File: config.mk
export PLATFORM = sky130hd
export DESIGN_NAME = stsm_tx_status
export DESIGN_NICKNAME = d
export VERILOG_FILES = /design/src/logic/stsm_pkg.sv /design/src/logic/stsm_sync.sv /design/src/logic/stsm_baud.sv /design/src/logic/stsm_tx_status.sv
export SDC_FILE = /design/constraint.sdc
export NUM_CORES = 1
export LEC_CHECK = 0
export BUFFER_PORTS_ARGS = -buffer_cell sky130_fd_sc_hd__buf_2
export CAP_MARGIN = 20
export CORE_AREA = 2 2 98 100
export CTS_CLUSTER_DIAMETER = 40
export DETAILED_ROUTE_END_ITERATION = 10
export DIE_AREA = 0 0 100 102
export SYNTH_ARGS = -nofsm -noshare
export SYNTH_HDL_FRONTEND = slang
export SYNTH_SLANG_ARGS = --single-unit
export TNS_END_PERCENT = 10
File: constraint.sdc
create_clock -name mclk -period 3.4 [get_ports mclk]
set_input_delay 0.68 -clock mclk [delete_from_list [all_inputs] [get_ports mclk]]
set_output_delay 0.68 -clock mclk [all_outputs]
set_load 0.01 [all_outputs]
File: src/logic/stsm_pkg.sv
// Constants shared by the serial transmit status block.
// Assumes an 8-bit register port with a 3-bit word address.
package stsm_pkg;

	// ----------------------------------------------------------------
	// Register addresses
	// ----------------------------------------------------------------
	localparam logic [2:0] STSM_HOLD_ADDR = 3'h0;
	localparam logic [2:0] STSM_STAT_ADDR = 3'h1;
	localparam logic [2:0] STSM_MODE_ADDR = 3'h2;
	localparam logic [2:0] STSM_CMD_ADDR = 3'h3;
	localparam logic [2:0] STSM_DIV_ADDR = 3'h4;

	// ----------------------------------------------------------------
	// Field positions
	// ----------------------------------------------------------------
	localparam int STSM_MODE_SYNC_BIT = 0;
	localparam int STSM_MODE_CLK_SEL_BIT = 4;
	localparam int STSM_CMD_TX_ON_BIT = 0;
	localparam int STSM_CMD_RX_ON_BIT = 2;
	localparam int STSM_CMD_RTS_BIT = 5;
	localparam int STSM_CMD_LOOP_BIT = 7;
	localparam int STSM_STAT_SPACE_BIT = 0;
	localparam int STSM_STAT_EVENT_BIT = 2;
	localparam int STSM_STAT_DRAINED_BIT = 3;
	localparam int STSM_STAT_CHANGE_BIT = 4;
	localparam int STSM_STAT_CARRIER_BIT = 6;
	localparam int STSM_STAT_SET_READY_BIT = 7;

	// ----------------------------------------------------------------
	// Reset values and frame counts
	// ----------------------------------------------------------------
	localparam logic [7:0] STSM_MODE_RST = 8'h00;
	localparam logic [7:0] STSM_CMD_RST = 8'h00;
	localparam logic [7:0] STSM_DIV_RST = 8'h00;
	localparam logic [3:0] STSM_ASYNC_LAST = 4'h9;
	localparam logic [3:0] STSM_SYNC_LAST = 4'h7;
	localparam logic [9:0] STSM_FILL = 10'h3FF;

	typedef enum logic [1:0] {
		STSM_IDLE = 2'b01,
		STSM_SHIFT = 2'b10
	} stsm_state_type;

endpackage

File: src/logic/stsm_sync.sv
// Two-stage synchroniser for a group of asynchronous pin levels.
// Assumes the inputs are quasi-static compared with mclk.
`timescale 1ns/1ps
module stsm_sync #(
	parameter int W = 1
) (
	input wire logic mclk,
	input wire logic sys_rst,
	input wire logic [W-1:0] async_in,
	output logic [W-1:0] sync_out
);
	typedef struct packed {
		logic [W-1:0] meta;
		logic [W-1:0] stable;
	} stsm_sync_type;

	stsm_sync_type s_q;
	stsm_sync_type s_d;

	// The first stage feeds only the second stage.
	always_comb begin
		s_d.meta = async_in;
		s_d.stable = s_q.meta;
	end

	always_ff @(posedge mclk) begin
		if (sys_rst) begin
			s_q <= '0;
		end else begin
			s_q <= s_d;
		end
	end

	assign sync_out = s_q.stable;
endmodule // stsm_sync

File: src/logic/stsm_baud.sv
// Internal bit rate divider producing a one-cycle enable pulse.
// Assumes a divisor of N gives one pulse every N+1 mclk cycles.
`timescale 1ns/1ps
module stsm_baud (
	input wire logic mclk,
	input wire logic sys_rst,
	input wire logic [7:0] divisor,
	output logic tick
);
	typedef struct packed {
		logic [7:0] count;
		logic pulse;
	} stsm_baud_type;

	stsm_baud_type s_q;
	stsm_baud_type s_d;

	always_comb begin
		s_d = s_q;
		s_d.pulse = 1'b0;
		if (s_q.count >= divisor) begin
			s_d.count = 8'h00;
			s_d.pulse = 1'b1;
		end else begin
			s_d.count = s_q.count + 8'h01;
		end
	end

	always_ff @(posedge mclk) begin
		if (sys_rst) begin
			s_q <= '0;
		end else begin
			s_q <= s_d;
		end
	end

	assign tick = s_q.pulse;
endmodule // stsm_baud

File: src/logic/stsm_tx_status.sv
// Transmitter status and modem line change logic of a serial port.
// Assumes a host on the register port and a modem on the pins.
//
// How it works
// - Line marks as drained flag sets.
// - Carrier or set-ready change raises change flag.
// - Carrier and set-ready status bits are live.
// - Status read clears the change flag.
// - Underrun raises the drained flag.
// - Writing the holding register clears drained flag.
// - Disabled transmitter clears drained after fill sent.
// - Drained and change share pin and bit.
// - Reset clears every mode bit.
// - Cleared mode selects external bit clock.
// - Line rises only after a bit clock edge.
// - Pad bits appear before request-to-send rises.
//
// The placing of the registers and strobed register access were decided locally.
`timescale 1ns/1ps
module stsm_tx_status
	import stsm_pkg::*;
(
	input wire logic mclk,
	input wire logic sys_rst,
	input wire logic [2:0] reg_addr,
	input wire logic [7:0] reg_wdata,
	input wire logic reg_wr,
	input wire logic reg_rd,
	output logic [7:0] reg_rdata,
	input wire logic tx_bit_clock,
	input wire logic carrier_n,
	input wire logic set_ready_n,
	output logic txd,
	output logic rts_n,
	input wire logic tx_space_avail_i,
	output logic tx_space_avail_o,
	output logic tx_space_avail_oe_n,
	input wire logic tx_drained_flag_i,
	output logic tx_drained_flag_o,
	output logic tx_drained_flag_oe_n
);
	import stsm_pkg::*;

	// ----------------------------------------------------------------
	// State
	// ----------------------------------------------------------------
	typedef struct packed {
		stsm_state_type state;
		logic [9:0] shreg;
		logic [3:0] cnt;
		logic [7:0] hold;
		logic hold_full;
		logic drained;
		logic change;
		logic clk_prev;
		logic dcd_prev;
		logic dsr_prev;
		logic txd;
		logic rts_n;
		logic [7:0] mode;
		logic [7:0] cmd;
		logic [7:0] div;
		logic [7:0] rdata;
	} stsm_main_type;

	stsm_main_type s_q;
	stsm_main_type s_d;

	logic [2:0] pins_s;
	logic clk_s;
	logic dcd_s;
	logic dsr_s;
	logic baud_tick;
	logic tick;
	logic tx_on;
	logic sync_mode;
	logic underrun;
	logic space_avail;
	logic event_flag;
	logic change_set;
	logic wr_hold;
	logic rd_stat;
	logic [9:0] word;
	logic [3:0] last;

	// ----------------------------------------------------------------
	// Pin synchronisers and bit rate source
	// ----------------------------------------------------------------
	stsm_sync #(
		.W(3)
	) u_sync (
		.mclk(mclk),
		.sys_rst(sys_rst),
		.async_in({tx_bit_clock, carrier_n, set_ready_n}),
		.sync_out(pins_s)
	);

	stsm_baud u_baud (
		.mclk(mclk),
		.sys_rst(sys_rst),
		.divisor(s_q.div),
		.tick(baud_tick)
	);

	assign clk_s = pins_s[2];
	assign dcd_s = pins_s[1];
	assign dsr_s = pins_s[0];

	// External clock shifts on its falling edge; mode zero picks it.
	assign tick = s_q.mode[STSM_MODE_CLK_SEL_BIT] ? baud_tick :
		(s_q.clk_prev & ~clk_s);

	// ----------------------------------------------------------------
	// Shared decode
	// ----------------------------------------------------------------
	assign tx_on = s_q.cmd[STSM_CMD_TX_ON_BIT];
	assign sync_mode = s_q.mode[STSM_MODE_SYNC_BIT];
	assign wr_hold = reg_wr && (reg_addr == STSM_HOLD_ADDR);
	assign rd_stat = reg_rd && (reg_addr == STSM_STAT_ADDR);
	assign word = sync_mode ? {2'b11, s_q.hold} : {1'b1, s_q.hold, 1'b0};
	assign last = sync_mode ? STSM_SYNC_LAST : STSM_ASYNC_LAST;
	assign underrun = tick && (s_q.state == STSM_SHIFT) &&
		(s_q.cnt == 4'h0) && !s_q.hold_full;
	assign space_avail = tx_on && !s_q.hold_full;
	assign event_flag = s_q.drained | s_q.change;
	// A change is only noticed while a direction is on and not looped.
	assign change_set = ((dcd_s != s_q.dcd_prev) ||
		(dsr_s != s_q.dsr_prev)) &&
		(s_q.cmd[STSM_CMD_RX_ON_BIT] || tx_on) &&
		!s_q.cmd[STSM_CMD_LOOP_BIT];

	// ----------------------------------------------------------------
	// Next state
	// ----------------------------------------------------------------
	always_comb begin
		s_d = s_q;
		s_d.clk_prev = clk_s;
		s_d.dcd_prev = dcd_s;
		s_d.dsr_prev = dsr_s;
		s_d.rdata = 8'h00;

		// Register writes come first so that hardware sets win.
		if (reg_wr) begin
			unique case (reg_addr)
				STSM_HOLD_ADDR: begin
					s_d.hold = reg_wdata;
					s_d.hold_full = 1'b1;
					s_d.drained = 1'b0;
				end
				STSM_MODE_ADDR: s_d.mode = reg_wdata;
				STSM_CMD_ADDR: s_d.cmd = reg_wdata;
				STSM_DIV_ADDR: s_d.div = reg_wdata;
				default: ;
			endcase
		end

		if (reg_rd) begin
			unique case (reg_addr)
				STSM_STAT_ADDR: begin
					s_d.rdata[STSM_STAT_SPACE_BIT] = space_avail;
					s_d.rdata[STSM_STAT_EVENT_BIT] = event_flag;
					s_d.rdata[STSM_STAT_DRAINED_BIT] = s_q.drained;
					s_d.rdata[STSM_STAT_CHANGE_BIT] = s_q.change;
					s_d.rdata[STSM_STAT_CARRIER_BIT] = ~dcd_s;
					s_d.rdata[STSM_STAT_SET_READY_BIT] = ~dsr_s;
					s_d.change = 1'b0;
				end
				STSM_MODE_ADDR: s_d.rdata = s_q.mode;
				STSM_CMD_ADDR: s_d.rdata = s_q.cmd;
				STSM_DIV_ADDR: s_d.rdata = s_q.div;
				default: s_d.rdata = 8'h00;
			endcase
		end

		if (change_set) begin
			s_d.change = 1'b1;
		end

		// The line stays at break until the first bit tick arrives.
		if (tick) begin
			unique case (s_q.state)
				STSM_IDLE: begin
					s_d.txd = 1'b1;
					if (tx_on) begin
						s_d.state = STSM_SHIFT;
						s_d.cnt = 4'h0;
					end
				end
				STSM_SHIFT: begin
					if (s_q.cnt != 4'h0) begin
						s_d.txd = s_q.shreg[0];
						s_d.shreg = {1'b1, s_q.shreg[9:1]};
						s_d.cnt = s_q.cnt - 4'h1;
					end else if (s_q.hold_full) begin
						s_d.txd = word[0];
						s_d.shreg = {1'b1, word[9:1]};
						s_d.cnt = last;
						s_d.hold_full = wr_hold;
					end else if (tx_on) begin
						// Fill is all ones, so the line marks.
						s_d.drained = 1'b1;
						s_d.txd = 1'b1;
						s_d.shreg = STSM_FILL;
						s_d.cnt = last;
					end else begin
						// Any fill has now gone out in full.
						s_d.state = STSM_IDLE;
						s_d.txd = 1'b1;
						s_d.drained = 1'b0;
					end
				end
			endcase
		end

		// Request-to-send waits until a pending pad has begun to shift.
		if (s_q.cmd[STSM_CMD_RTS_BIT]) begin
			s_d.rts_n = 1'b0;
		end else if ((s_q.state == STSM_IDLE) ||
			((s_q.cnt != 4'h0) && !s_q.hold_full)) begin
			s_d.rts_n = 1'b1;
		end
	end

	// ----------------------------------------------------------------
	// Registers
	// ----------------------------------------------------------------
	always_ff @(posedge mclk) begin
		if (sys_rst) begin
			s_q.state <= STSM_IDLE;
			s_q.shreg <= STSM_FILL;
			s_q.cnt <= 4'h0;
			s_q.hold <= 8'h00;
			s_q.hold_full <= 1'b0;
			s_q.drained <= 1'b0;
			s_q.change <= 1'b0;
			s_q.clk_prev <= 1'b0;
			s_q.dcd_prev <= 1'b0;
			s_q.dsr_prev <= 1'b0;
			s_q.txd <= 1'b0;
			s_q.rts_n <= 1'b1;
			s_q.mode <= STSM_MODE_RST;
			s_q.cmd <= STSM_CMD_RST;
			s_q.div <= STSM_DIV_RST;
			s_q.rdata <= 8'h00;
		end else begin
			s_q <= s_d;
		end
	end

	// ----------------------------------------------------------------
	// Outputs
	// ----------------------------------------------------------------
	// Loopback keeps the modem line marking.
	assign txd = s_q.txd | s_q.cmd[STSM_CMD_LOOP_BIT];
	assign rts_n = s_q.rts_n;
	assign reg_rdata = s_q.rdata;
	// Open-drain pins are pulled low while their condition is active.
	// Each pin has its own driver, so they are never wired together.
	assign tx_space_avail_o = 1'b0;
	assign tx_space_avail_oe_n = ~space_avail;
	assign tx_drained_flag_o = 1'b0;
	assign tx_drained_flag_oe_n = ~event_flag;
endmodule // stsm_tx_status

After elaboration in Yosys (flattened, before gate mapping)
Index checks and enable logic that the tools add are counted.
- flip-flop bits (word level): 79
- input bits: 20
- output and inout port bits: 14
- logic and storage cells: 106
- $add $sub $neg: 2
- order comparisons: 1
- eq/ne operators: 13
- muxes and demuxes: 35
- bitwise logic cells: 9
- reductions and logical operators: 26
- operators with widths (cell ; number):
    14-bit 2-to-1 mux ; 3
    2-bit 2-to-1 mux ; 9
    1-bit 2-to-1 mux ; 12
    3-bit case mux with 4 select lines ; 1
    2-bit AND reduction ; 5
    9-bit 2-to-1 mux ; 1
    8-bit by 1-bit adder with 8-bit output, second input constant ; 1
    8-bit greater-or-equal comparator ; 1
    4-bit 2-to-1 mux ; 2
    2-bit != test, second input constant ; 4
    2-bit case mux with 4 select lines ; 1
    4-bit case mux with 2 select lines ; 1
    3-bit by 2-bit == test with 1-bit output, second input constant ; 2
    1-bit inverter ; 6
    1-bit case mux with 3 select lines ; 2
    3-bit AND reduction ; 2
    2-bit nonzero test ; 3
    1-bit logical AND ; 5
    5-bit AND reduction ; 1
    4-bit by 3-bit != test with 1-bit output, second input constant ; 1
    1-bit case mux with 4 select lines ; 1
    2-bit case mux with 2 select lines ; 1
    4-bit nonzero test ; 1
    2-bit OR reduction ; 2
    other kinds (13) ; 18

Longest topological paths before layout
Gate-level depths: netlist of run 1.
- word-level depth: 7
- mapped depth: 7
- depth with buffers taken out: 6

By module
Synthesis of run 1 repeated with hierarchy kept, for this count alone.
- cell total of the unflattened synthesis: 413
- area, all modules: 3674.8 sq um
- by module, submodules not included (module ; times used ; cells each ; area each (sq um) ; sequential area each (sq um)):
    stsm_tx_status ; 1 ; 342 ; 2926.6 ; 1241.2
    stsm_baud ; 1 ; 59 ; 590.6 ; 180.2
    stsm_sync ; 1 ; 12 ; 157.7 ; 120.1

Worst setup path before layout of run 1
OpenSTA, ideal clock, no wires.
- kind: input -> register
- start: in reg_addr[2]
- end: reg s_q[38] (netlist bit)
- setup time: 87 ps
- data arrival time: 1681 ps
- data required time: 3313 ps
- path slack: 1632 ps
- stages: 6
- buffers on the path: 2
- cell sequence: buf_2 nor2b_1 and2_1 clkbuf_1 a2111o_1 o31ai_1
- word-level cells in the longest chain between the ends: 7
- ends and longest elaborated chain (element ; RTL line ; RTL):
    start, declared ; stsm_tx_status.sv:25 ; input wire logic [2:0] reg_addr,
    3-bit logical NOT (*) ; stsm_tx_status.sv:144 ; unique case (reg_addr)
    2-bit 2-to-1 mux (*) ; stsm_tx_status.sv:144 ;
    2-bit 2-to-1 mux (*) ; stsm_tx_status.sv:143 ; if (reg_wr) begin
    1-bit 2-to-1 mux ; stsm_tx_status.sv:194 ; end else if (s_q.hold_full) begin
    2-bit 2-to-1 mux ; stsm_tx_status.sv:190 ; if (s_q.cnt != 4'h0) begin
    2-bit 2-to-1 mux ; stsm_tx_status.sv:181 ; unique case (s_q.state)
    2-bit 2-to-1 mux (*) ; stsm_tx_status.sv:180 ; if (tick) begin
    end, declared ; stsm_tx_status.sv:66 ; stsm_main_type s_q;
Every way passes the cells marked *; elsewhere a longest branch is shown, timed or not.
A chain may end at the register's enable or synchronous reset.

Final worst setup path of run 1
- start: reg s_q[48] (netlist bit)
- end: reg s_q[51] (netlist bit)
- word-level cells in the longest chain between the ends: 3
- elaborated cells on any way between the ends: 6
- ends and longest elaborated chain (element ; RTL line):
    4-bit by 1-bit subtractor with 4-bit output or 4-bit nonzero test (tied branches) ; stsm_tx_status.sv:193, stsm_tx_status.sv:190
    14-bit 2-to-1 mux or 4-bit by 3-bit != test with 1-bit output (tied branches) ; -
    4-bit case mux with 2 select lines or 3-bit AND reduction (tied branches) ; -
Several ways; a longest one is shown, not always the timed one.

==> results of run 1 <==
[logic make-up after synthesis]
kind of cell	synth area share, %
other	0.104
buffers and inverters	6.43
flip-flops	42.8
XOR/XNOR	1.95
adder cells (fa/ha/maj)	3.82
AO/OA/AOI/OAI	16.7
multiplexers	4.34
AND/OR/NAND/NOR	23.8
[layout by cell type (no fill, tap or decap), types with 10 or more instances in the layout]
cell and n:
a21oi_1 43, and3_1 10, buf_2 29, clkbuf_8 11, dfxtp_1 77, ha_1 11, inv_1 15, mux2i_1 10
nand2_1 79, nor2_1 32, nor2b_1 15
[sequential cells by signal, indices dropped and copies added, names as in the netlist]
signal and count:
rts_n 1, u_sync.sync_out 3, u_sync.s_d 3, u_baud.s_q 8
s_q 53, u_baud.tick 1, reg_rdata 8
[power groups by stage]
stage	clock network (W)	logic, W	registers, W
2_1_floorplan	0	0.0000782	0.000947
3_3_place_gp	0	0.000108	0.000953
3_5_place_dp	0	0.000109	0.000954
4_1_cts	0.000789	0.000109	0.000933
5_1_grt	0.000828	0.000121	0.000935
6_report	0.000774	0.000109	0.000933
[layout make-up]
cell class	instances	area, µm²	area share (%)
clock buffer	12	155	3.92
clock inverter	4	70.1	1.77
multi-input combinational	302	1830	46.3
sequential	77	1540	39.0
timing repair buffer	31	160	4.05
inverter	15	56.3	1.42
tap	111	139	3.51
[final timing paths]
check	start	end	cells after the start
min	u_sync.s_d[2]	u_sync.sync_out[2]	1
max reg2reg	s_q[48]	s_q[51]	6
min reg2reg	u_sync.s_d[2]	u_sync.sync_out[2]	1
max	s_q[48]	s_q[51]	6
[critical path, cell delays in order, from the launching register on]
cell and delay (ns):
dfxtp_1 0.34, inv_1 0.08, ha_1 0.25, or3b_4 0.45, nor3_4 0.34, nand2b_1 0.38, o32ai_1 0.12
[stage by stage]
stage          std cells  setup slack [ns]  hold WS [ns]
2_1_floorplan        425              1.63         0.414
3_3_place_gp         536              1.32         0.419
3_5_place_dp         536              1.31         0.426
4_1_cts              552              1.31         0.444
5_1_grt              552              1.15         0.455
6_report             552              1.32         0.438
[routing by layer]
metal / track usage (%) / share of wire [%]
met5: 0 / 0
met4: 7.80 / 2.1
met3: 3.69 / 4.9
met2: 24.4 / 44
met1: 25.1 / 49
==> out/metrics.cfg, run 1 <==
[status]
status=completed

[clock_network]
clk_latency_ns=0.35
clock-sinks=77
cts-root-buf=clkbuf_8
cts_tree=done
postCtsResizedCells=0
ctsHtreeMaxLevel=3
cts_hold_buf=0
cts_buffer_depth=2
cts_buffers=9
post_cts_buffers=0
clk_pin_slew_worst_paths_ns=0.08

[power_and_ir_drop]
power_w=0.00182
comb_power_share_pct=6.0
power_density_nw_per_um2=459
ir_drop_v=0.000201
p_leak_nw=1.42
pwr-share-clk_pct=42.6
internal_power_w=0.00141
sequentialPowerShare_pct=51.4
switching_share_pct=22.3
p_switching_w=0.000405

[timing]
skew_ns=0.0104
final.period_utilization_pct=61.3
min_period_ns=2.08
hold_viol=0
timing.fmax_mhz=480
max-slew-margin-rel_pct=60.4
drv_slew=0
finalSetupTns_ns=0
rsz0062_at_grt=no
setup_viol=0
worstMarginPinSlew_ns=0.594

[placement]
place_hpwl_um=5880
portBuffers=29
placed_cell_area_um2=3730
gp_congestion=0.824

[die]
dieArea_um2=10200
rows=35
num_io_pins=34
core_um2=9110
start_util_pct=39.5
die_y_um=102
fp.dieW_um=100

[synthesis]
seq_area_frac_synth_pct=42.8
ys_top_cells_by_area=dfxtp_1 43%, nand2_1 8.2%, a21oi_1 6.0%
synth_seq_cells=77
syn_area_per_cell_um2=8.49
async_reset_ff_share_pct=0
synth_flop_cell=dfxtp_1
synth_area_leader_cell=dfxtp_1
synth_most_common_cell=nand2_1
synth_edf_count=0
yosys_warnings=0
syn-cell-area_um2=3600
synth_top_area_share_pct=42.8
synth_cell_types=51
synthTopCellsByCount=79 x nand2_1, 77 x dfxtp_1, 43 x a21oi_1, 32 x nor2_1
synth_cells=424

[routing]
drc=0
viasPerCell=5.21
drt_first_pass_iters=4
wl_per_cell_um=14.6
ant_nets=0
first_iter_violations=121
vias=2876
routed_wl_um=8070

[grt]
grt_max_degree=44
grt_usage_pct=17.2
antenna_found_initial=0
grt_pass1_vias=2644
grt_pass1_wl_um=13700
grt-ovfl-total=0

[flow_run]
cap_violations=0

[critical_path]
cp-start-kind=register
end_kind=register
crit_required_ns=3.63
r2r_slack_ns=1.32
path_class=register to register
crit_fanout=10
crit_arrival_ns=2.32

[layout]
diodes=0
finalInstanceArea_um2=3950
final_core_util_pct=43.4
syn2layout_area_growth_pct=9.80
drive_gt1_share_pct=13.8
nets=467
fillerInstances=932

[worst_hold_path]
hp-class=register to register

Note: power is estimated with default switching activity, not from simulation.
==> inputs of run 2 (changes only) <==
Clock period 3.4 ns to 1.8 ns, I/O delays scaled along.
==> out/metrics.cfg, run 2 (same netlist as run 1, synthesis figures left out) <==
[layout]
largest_reg_flops=53  ; unchanged
nets=484  ; was 467
fillerInstances=938  ; was 932
regMostFlops=s_q  ; unchanged
diodes=0  ; unchanged
syn2layout_area_growth_pct=13.5  ; was 9.80%
final_cells=569  ; was 552
drive_gt1_share_pct=19.4  ; was 13.8%
final_common_cell=nand2_1  ; unchanged
final_core_util_pct=44.9  ; was 43.4%
final_cell_mix=79 x nand2_1, 74 x dfxtp_1, 43 x a21oi_1, 30 x nor2_1, 29 x buf_2  ; was 79 x nand2_1, 77 x dfxtp_1, 43 x a21oi_1, 32 x nor2_1, 29 x buf_2

[placement]
place_hpwl_um=6130  ; was 5880 µm
gp_congestion=0.794  ; was 0.824
place_ws_ns=0.0348  ; was 1.31 ns
dp_cells=549  ; was 536
portBuffers=29  ; unchanged

[critical_path]
path_class=register to register  ; unchanged
slowest_delay_ns=0.41  ; was 0.45 ns
cp_top_family=simple AND/OR/NAND/NOR gates  ; unchanged
critical_path.cell_chain=inv_2 > ha_4 > or3b_4 > nor3_4 > buf_6 > nor4_1 > a211o_1  ; was inv_1 > ha_1 > or3b_4 > nor3_4 > nand2b_1 > o32ai_1
crit_arrival_ns=2.00  ; was 2.32 ns
end_kind=register  ; unchanged
cp_num_buf_inv=2  ; was 1
cp-start-kind=register  ; unchanged
crit_fanout=8  ; was 10
r2r_slack_ns=0.06  ; was 1.32 ns
worst_r2r_endpoint=s_q[52]  ; was s_q[51]
reg2reg_from=s_q[48]  ; unchanged
crit_required_ns=2.06  ; was 3.63 ns
slowest_stage=or3b_4  ; unchanged
reg2reg_depth=7  ; was 6

[grt]
grt_max_degree=42  ; was 44
grt-ovfl-total=0  ; unchanged
grt_pass1_wl_um=13700  ; about the same
grt_pass1_vias=2853  ; was 2644
grt_usage_pct=17.2  ; about the same
antenna_found_initial=0  ; unchanged

[timing]
setup_slack_ns=0.0601  ; was 1.32 ns
setup_viol=0  ; unchanged
min_period_ns=1.74  ; was 2.08 ns
max-slew-margin-rel_pct=53.6  ; was 60.4%
hold_viol=0  ; unchanged
timing.fmax_mhz=575  ; was 480 MHz
worstMarginPinSlew_ns=0.687  ; was 0.594 ns
finalSetupTns_ns=0  ; unchanged
drv_slew=0  ; unchanged
skew_ns=0.0122  ; was 0.0104 ns
timing.hold.ws_ns=0.214  ; was 0.438 ns
final.period_utilization_pct=96.7  ; was 61.3%

[status]
status=completed  ; unchanged

[routing]
drc=0  ; unchanged
wl_per_cell_um=14.8  ; was 14.6 µm
drt_first_pass_iters=5  ; was 4
routed_wl_um=8450  ; was 8070 µm
vias=2965  ; was 2876
first_iter_violations=149  ; was 121
ant_nets=0  ; unchanged
viasPerCell=5.21  ; about the same

[die]
die_y_um=102  ; unchanged
dieArea_um2=10200  ; unchanged
core_um2=9110  ; unchanged
num_io_pins=34  ; unchanged
start_util_pct=39.5  ; unchanged
rows=35  ; unchanged
fp.dieW_um=100  ; unchanged

[clock_network]
cts_buffer_depth=2  ; unchanged
clk_pin_slew_worst_paths_ns=0.08  ; about the same
cts_tree=done  ; unchanged
cts_buffers=9  ; unchanged
cts_hold_buf=0  ; unchanged
cts-root-buf=clkbuf_8  ; unchanged
clock-sinks=77  ; unchanged
clk_latency_ns=0.36  ; was 0.35 ns
ctsHtreeMaxLevel=3  ; unchanged

[power_and_ir_drop]
ir_drop_v=0.000346  ; was 0.000201 V
p_leak_nw=1.49  ; was 1.42 nW
power_density_nw_per_um2=769  ; was 459 nW/µm²

[flow_run]
cap_violations=0  ; unchanged

[worst_hold_path]
hold_end=u_sync.s_d[2]  ; was u_sync.sync_out[2]
hold_depth=2  ; was 1
hp-class=input port to register  ; was register to register
holdCritStartpoint=tx_bit_clock  ; was u_sync.s_d[2]

-- run 2: worst max-delay path by stage --
| stage | start | to | slack [ns] | cells after the start |
|---|---|---|---|---|
| global placement | s_q[49] | s_q[58] | 0.09 | 7 |
| global route | s_q[48] | s_q[52] | -0.01 | 7 |
| CTS | s_q[49] | s_q[54] | 0.01 | 7 |
| finish | s_q[48] | s_q[52] | 0.06 | 7 |
| detailed placement | s_q[49] | s_q[54] | 0.03 | 7 |
| floorplan | s_q[48] | s_q[52] | 0.07 | 6 |
-- run 2: power breakdown --
group / total, W / leakage (nW) / internal, W / switching, W
Combinational: 0.000224 / 0.776 / 0.0000904 / 0.000134
Sequential: 0.00176 / 0.626 / 0.00173 / 0.0000246
Clock: 0.00116 / 0.0836 / 0.000540 / 0.000619
-- run 2: layer usage --
metal,vias up,part of all wire [%],track usage [%]
met1,1402,49,23.4
met5,-,0,0
met4,0,1.6,5.27
li1,1497,-,-
met3,11,4.5,4.58
met2,55,45,26.9
-- run 2: layout make-up --
class	instances	area [µm²]	area share (%)
clock buffers	13	149	3.64
clock inverters	3	21.3	0.521
inverters	15	56.3	1.38
multi-input cells	302	1880	45.9
flip-flops and latches	77	1550	37.8
well taps	111	139	3.40
repair buffers	48	299	7.32
-- run 2: metrics by stage --
| step | total power, W | cell area [µm²] |
|---|---|---|
| CTS | 0.00318 | 4000 |
| finish | 0.00314 | 4090 |
| global placement | 0.00201 | 3830 |
| floorplan | 0.00194 | 3600 |
| detailed placement | 0.00202 | 3830 |
| global route | 0.00328 | 4090 |
-- run 2: timing repair --
action | 4_1_cts | 5_1_grt
setup buffers | 0 | 3
endpoints found under the setup margin | 0 | 20
hold endpoints to repair | 0 | 0
resized for setup | 0 | 18
-- run 2: worst reg2reg max path, stage by stage, from the launching register on --
cell	delay, ns
dfxtp_2	0.33
inv_2	0.07
ha_4	0.13
or3b_4	0.41
nor3_4	0.22
buf_6	0.16
nor4_1	0.07
a211o_1	0.24
==> inputs of run 3 (changes only) <==
Settings changed: ABC_AREA set to 1, CORE_AREA 2 2 98 100 to 2 2 97 99, DIE_AREA 0 0 100 102 to 0 0 99 101, SKIP_LAST_GASP set to 1.
Clock period 1.8 ns to 1.9 ns, I/O delays scaled along.
==> out/metrics.cfg, run 3 <==
[status]
status=completed  ; unchanged

[critical_path]
crit_required_ns=1.52  ; was 2.06 ns
crit_arrival_ns=1.28  ; was 2.00 ns
crit_fanout=11  ; was 8
startpoint=s_q[39]  ; was s_q[48]
path_class=register to output pin  ; was register to register
end_kind=output pin  ; was register
r2r_slack_ns=0.31  ; was 0.06 ns
worst_r2r_endpoint=s_q[59]  ; was s_q[52]
timing.critical_path.to=tx_space_avail_oe_n  ; was s_q[52]
cp-start-kind=register  ; unchanged
reg2reg_depth=8  ; was 7
reg2reg_from=s_q[48]  ; unchanged

[routing]
viasPerCell=4.84  ; was 5.21
first_iter_violations=101  ; was 149
drt_first_pass_iters=4  ; was 5
wl_per_cell_um=12.7  ; was 14.8 µm
routed_wl_um=7770  ; was 8450 µm
drc=0  ; unchanged
ant_nets=0  ; unchanged
vias=2953  ; was 2965

[grt]
grt_pass1_vias=2717  ; was 2853
grt_usage_pct=16.5  ; was 17.2%
antenna_found_initial=0  ; unchanged
use_met1_pct=22.9  ; was 23.4%
grtUsageMet2_pct=25.3  ; was 26.9%
gr-max-usage-layer=met2  ; unchanged
grt_pass1_wl_um=13100  ; was 13700 µm
grt_max_degree=20  ; was 42
met3_usage_pct=2.77  ; was 4.58%
grt-ovfl-total=0  ; unchanged

[layout]
finalInstanceArea_um2=3900  ; was 4090 µm²
fillerInstances=945  ; was 938
multi_input_area_um2=1590  ; was 1880 µm²
final_common_cell=dfxtp_1  ; was nand2_1
drive_gt1_share_pct=13.8  ; was 19.4%
regArea_um2=1540  ; was 1550 µm²
nets=526  ; was 484
final_cell_mix=77 x dfxtp_1, 68 x nor2_1, 65 x nand2_1, 60 x inv_1, 44 x a21oi_1  ; was 79 x nand2_1, 74 x dfxtp_1, 43 x a21oi_1, 30 x nor2_1, 29 x buf_2
syn2layout_area_growth_pct=10.4  ; was 13.5%
regMostFlops=s_q  ; unchanged
diodes=0  ; unchanged
largest_reg_flops=53  ; unchanged

[synthesis]
syn_area_per_cell_um2=7.43  ; was 8.49 µm²
async_reset_ff_share_pct=0  ; unchanged
synth_cells=475  ; was 424
seq_area_frac_synth_pct=43.7  ; was 42.8%
synthTopCellsByCount=77 x dfxtp_1, 68 x nor2_1, 65 x nand2_1, 60 x inv_1, 44 x a21oi_1  ; was 79 x nand2_1, 77 x dfxtp_1, 43 x a21oi_1, 32 x nor2_1
ys_top_cells_by_area=dfxtp_1 44%, nor2_1 7.2%, nand2_1 6.9%  ; was dfxtp_1 43%, nand2_1 8.2%, a21oi_1 6.0%
synth_top_area_share_pct=43.7  ; was 42.8%
synth_most_common_cell=dfxtp_1  ; was nand2_1
synth_seq_cells=77  ; unchanged
synth_flop_cell=dfxtp_1  ; unchanged
synth_area_leader_cell=dfxtp_1  ; unchanged
synth_edf_count=0  ; unchanged
yosys_warnings=0  ; unchanged
synth_cell_types=35  ; was 51
syn-cell-area_um2=3530  ; was 3600 µm²

[power_and_ir_drop]
p_leak_nw=1.63  ; was 1.49 nW
power_density_nw_per_um2=841  ; was 769 nW/µm²
ir_drop_v=0.000425  ; was 0.000346 V

[clock_network]
clock-sinks=77  ; unchanged
cts_tree=done  ; unchanged
clk_latency_ns=0.34  ; was 0.36 ns
post_cts_buffers=0  ; unchanged
clk_pin_slew_worst_paths_ns=0.07  ; was 0.08 ns
cts_buffers=9  ; unchanged
ctsHtreeMaxLevel=3  ; unchanged
postCtsResizedCells=0  ; unchanged
cts_buffer_depth=2  ; unchanged
cts_hold_buf=0  ; unchanged
cts-root-buf=clkbuf_8  ; unchanged

[timing]
rsz0062_at_grt=no
timing.fmax_mhz=602
finalSetupTns_ns=0  ; unchanged
setup_viol=0  ; unchanged
setup_slack_ns=0.238  ; was 0.0601 ns
hold_viol=0  ; unchanged
skew_ns=0.0117  ; was 0.0122 ns
min_period_ns=1.66
final.period_utilization_pct=87.5
drv_slew=0  ; unchanged

[die]
dieArea_um2=10000  ; was 10200 µm²
rows=35  ; unchanged
core_um2=8980  ; was 9110 µm²
fp.dieW_um=99  ; was 100 µm
num_io_pins=34  ; unchanged
die_y_um=101  ; was 102 µm
start_util_pct=39.3  ; was 39.5%

[placement]
gp_congestion=0.822  ; was 0.794
placed_cell_area_um2=3680  ; was 3830 µm²
portBuffers=29  ; unchanged
place_ws_ns=0.315  ; was 0.0348 ns
place_hpwl_um=5660  ; was 6130 µm

[worst_hold_path]
hp-class=input port to register  ; unchanged

[flow_run]
cap_violations=0  ; unchanged

run 3: report_power, final:
part           leakage, nW  total, W  switching, W  internal [W]
Clock                0.105   0.00135      0.000584      0.000767
Sequential           0.625   0.00168     0.0000238       0.00166
Combinational        0.898  0.000245      0.000164     0.0000815
run 3: critical path, stage by stage (launching register included):
cell	delay, ns
dfxtp_1	0.34
inv_1	0.27
nand2_1	0.17
buf_2	0.18
run 3: cell type report:
cell class | instances | share of cell area (%)
multi-input combinational | 311 | 40.8
clock inverter | 4 | 1.86
tap | 111 | 3.56
timing repair buffer | 33 | 4.49
sequential | 77 | 39.6
inverter | 63 | 6.13
clock buffer | 11 | 3.63
run 3: layer usage:
metal,up-vias,part of all wire [%]
met4,0,1.5
li1,1560,-
met5,-,0
met3,9,3.2
met1,1341,50
met2,43,45
run 3: how the worst min path moves through the flow:
| stage | startpoint | to | slack (ns) | cells past startpoint |
|---|---|---|---|---|
| 2_1_floorplan | u_sync.s_d[0] | u_sync.sync_out[0] | 0.39 | 2 |
| 3_3_place_gp | u_sync.s_d[2] | u_sync.sync_out[2] | 0.39 | 2 |
| 3_5_place_dp | u_sync.s_d[2] | u_sync.sync_out[2] | 0.39 | 2 |
| 4_1_cts | carrier_n | u_sync.s_d[1] | 0.23 | 3 |
| 5_1_grt | carrier_n | u_sync.s_d[1] | 0.25 | 3 |
| 6_report | set_ready_n | u_sync.s_d[0] | 0.24 | 3 |
run 3: cells by family (layout without fill, tap and decap cells):
logic type / Yosys count / in the layout / share of synthesized area [%]
buf+inv: 88 / 111 / 11.4
compound gates: 98 / 98 / 14.7
other cells: 1 / 2 / 0.106
simple gates: 192 / 192 / 24.2
fa+ha+maj: 11 / 11 / 3.90
xor+xnor: 8 / 8 / 1.99
flops: 77 / 77 / 43.7
run 3: metrics by stage:
step	total power (W)	cells	hold WS [ns]	util, %
6_report	0.00328	610	0.240	43.4
5_1_grt	0.00342	610	0.247	43.4
3_5_place_dp	0.00196	595	0.393	41.0
2_1_floorplan	0.00188	476	0.388	-
4_1_cts	0.00332	610	0.227	43.4
3_3_place_gp	0.00196	595	0.393	41.0
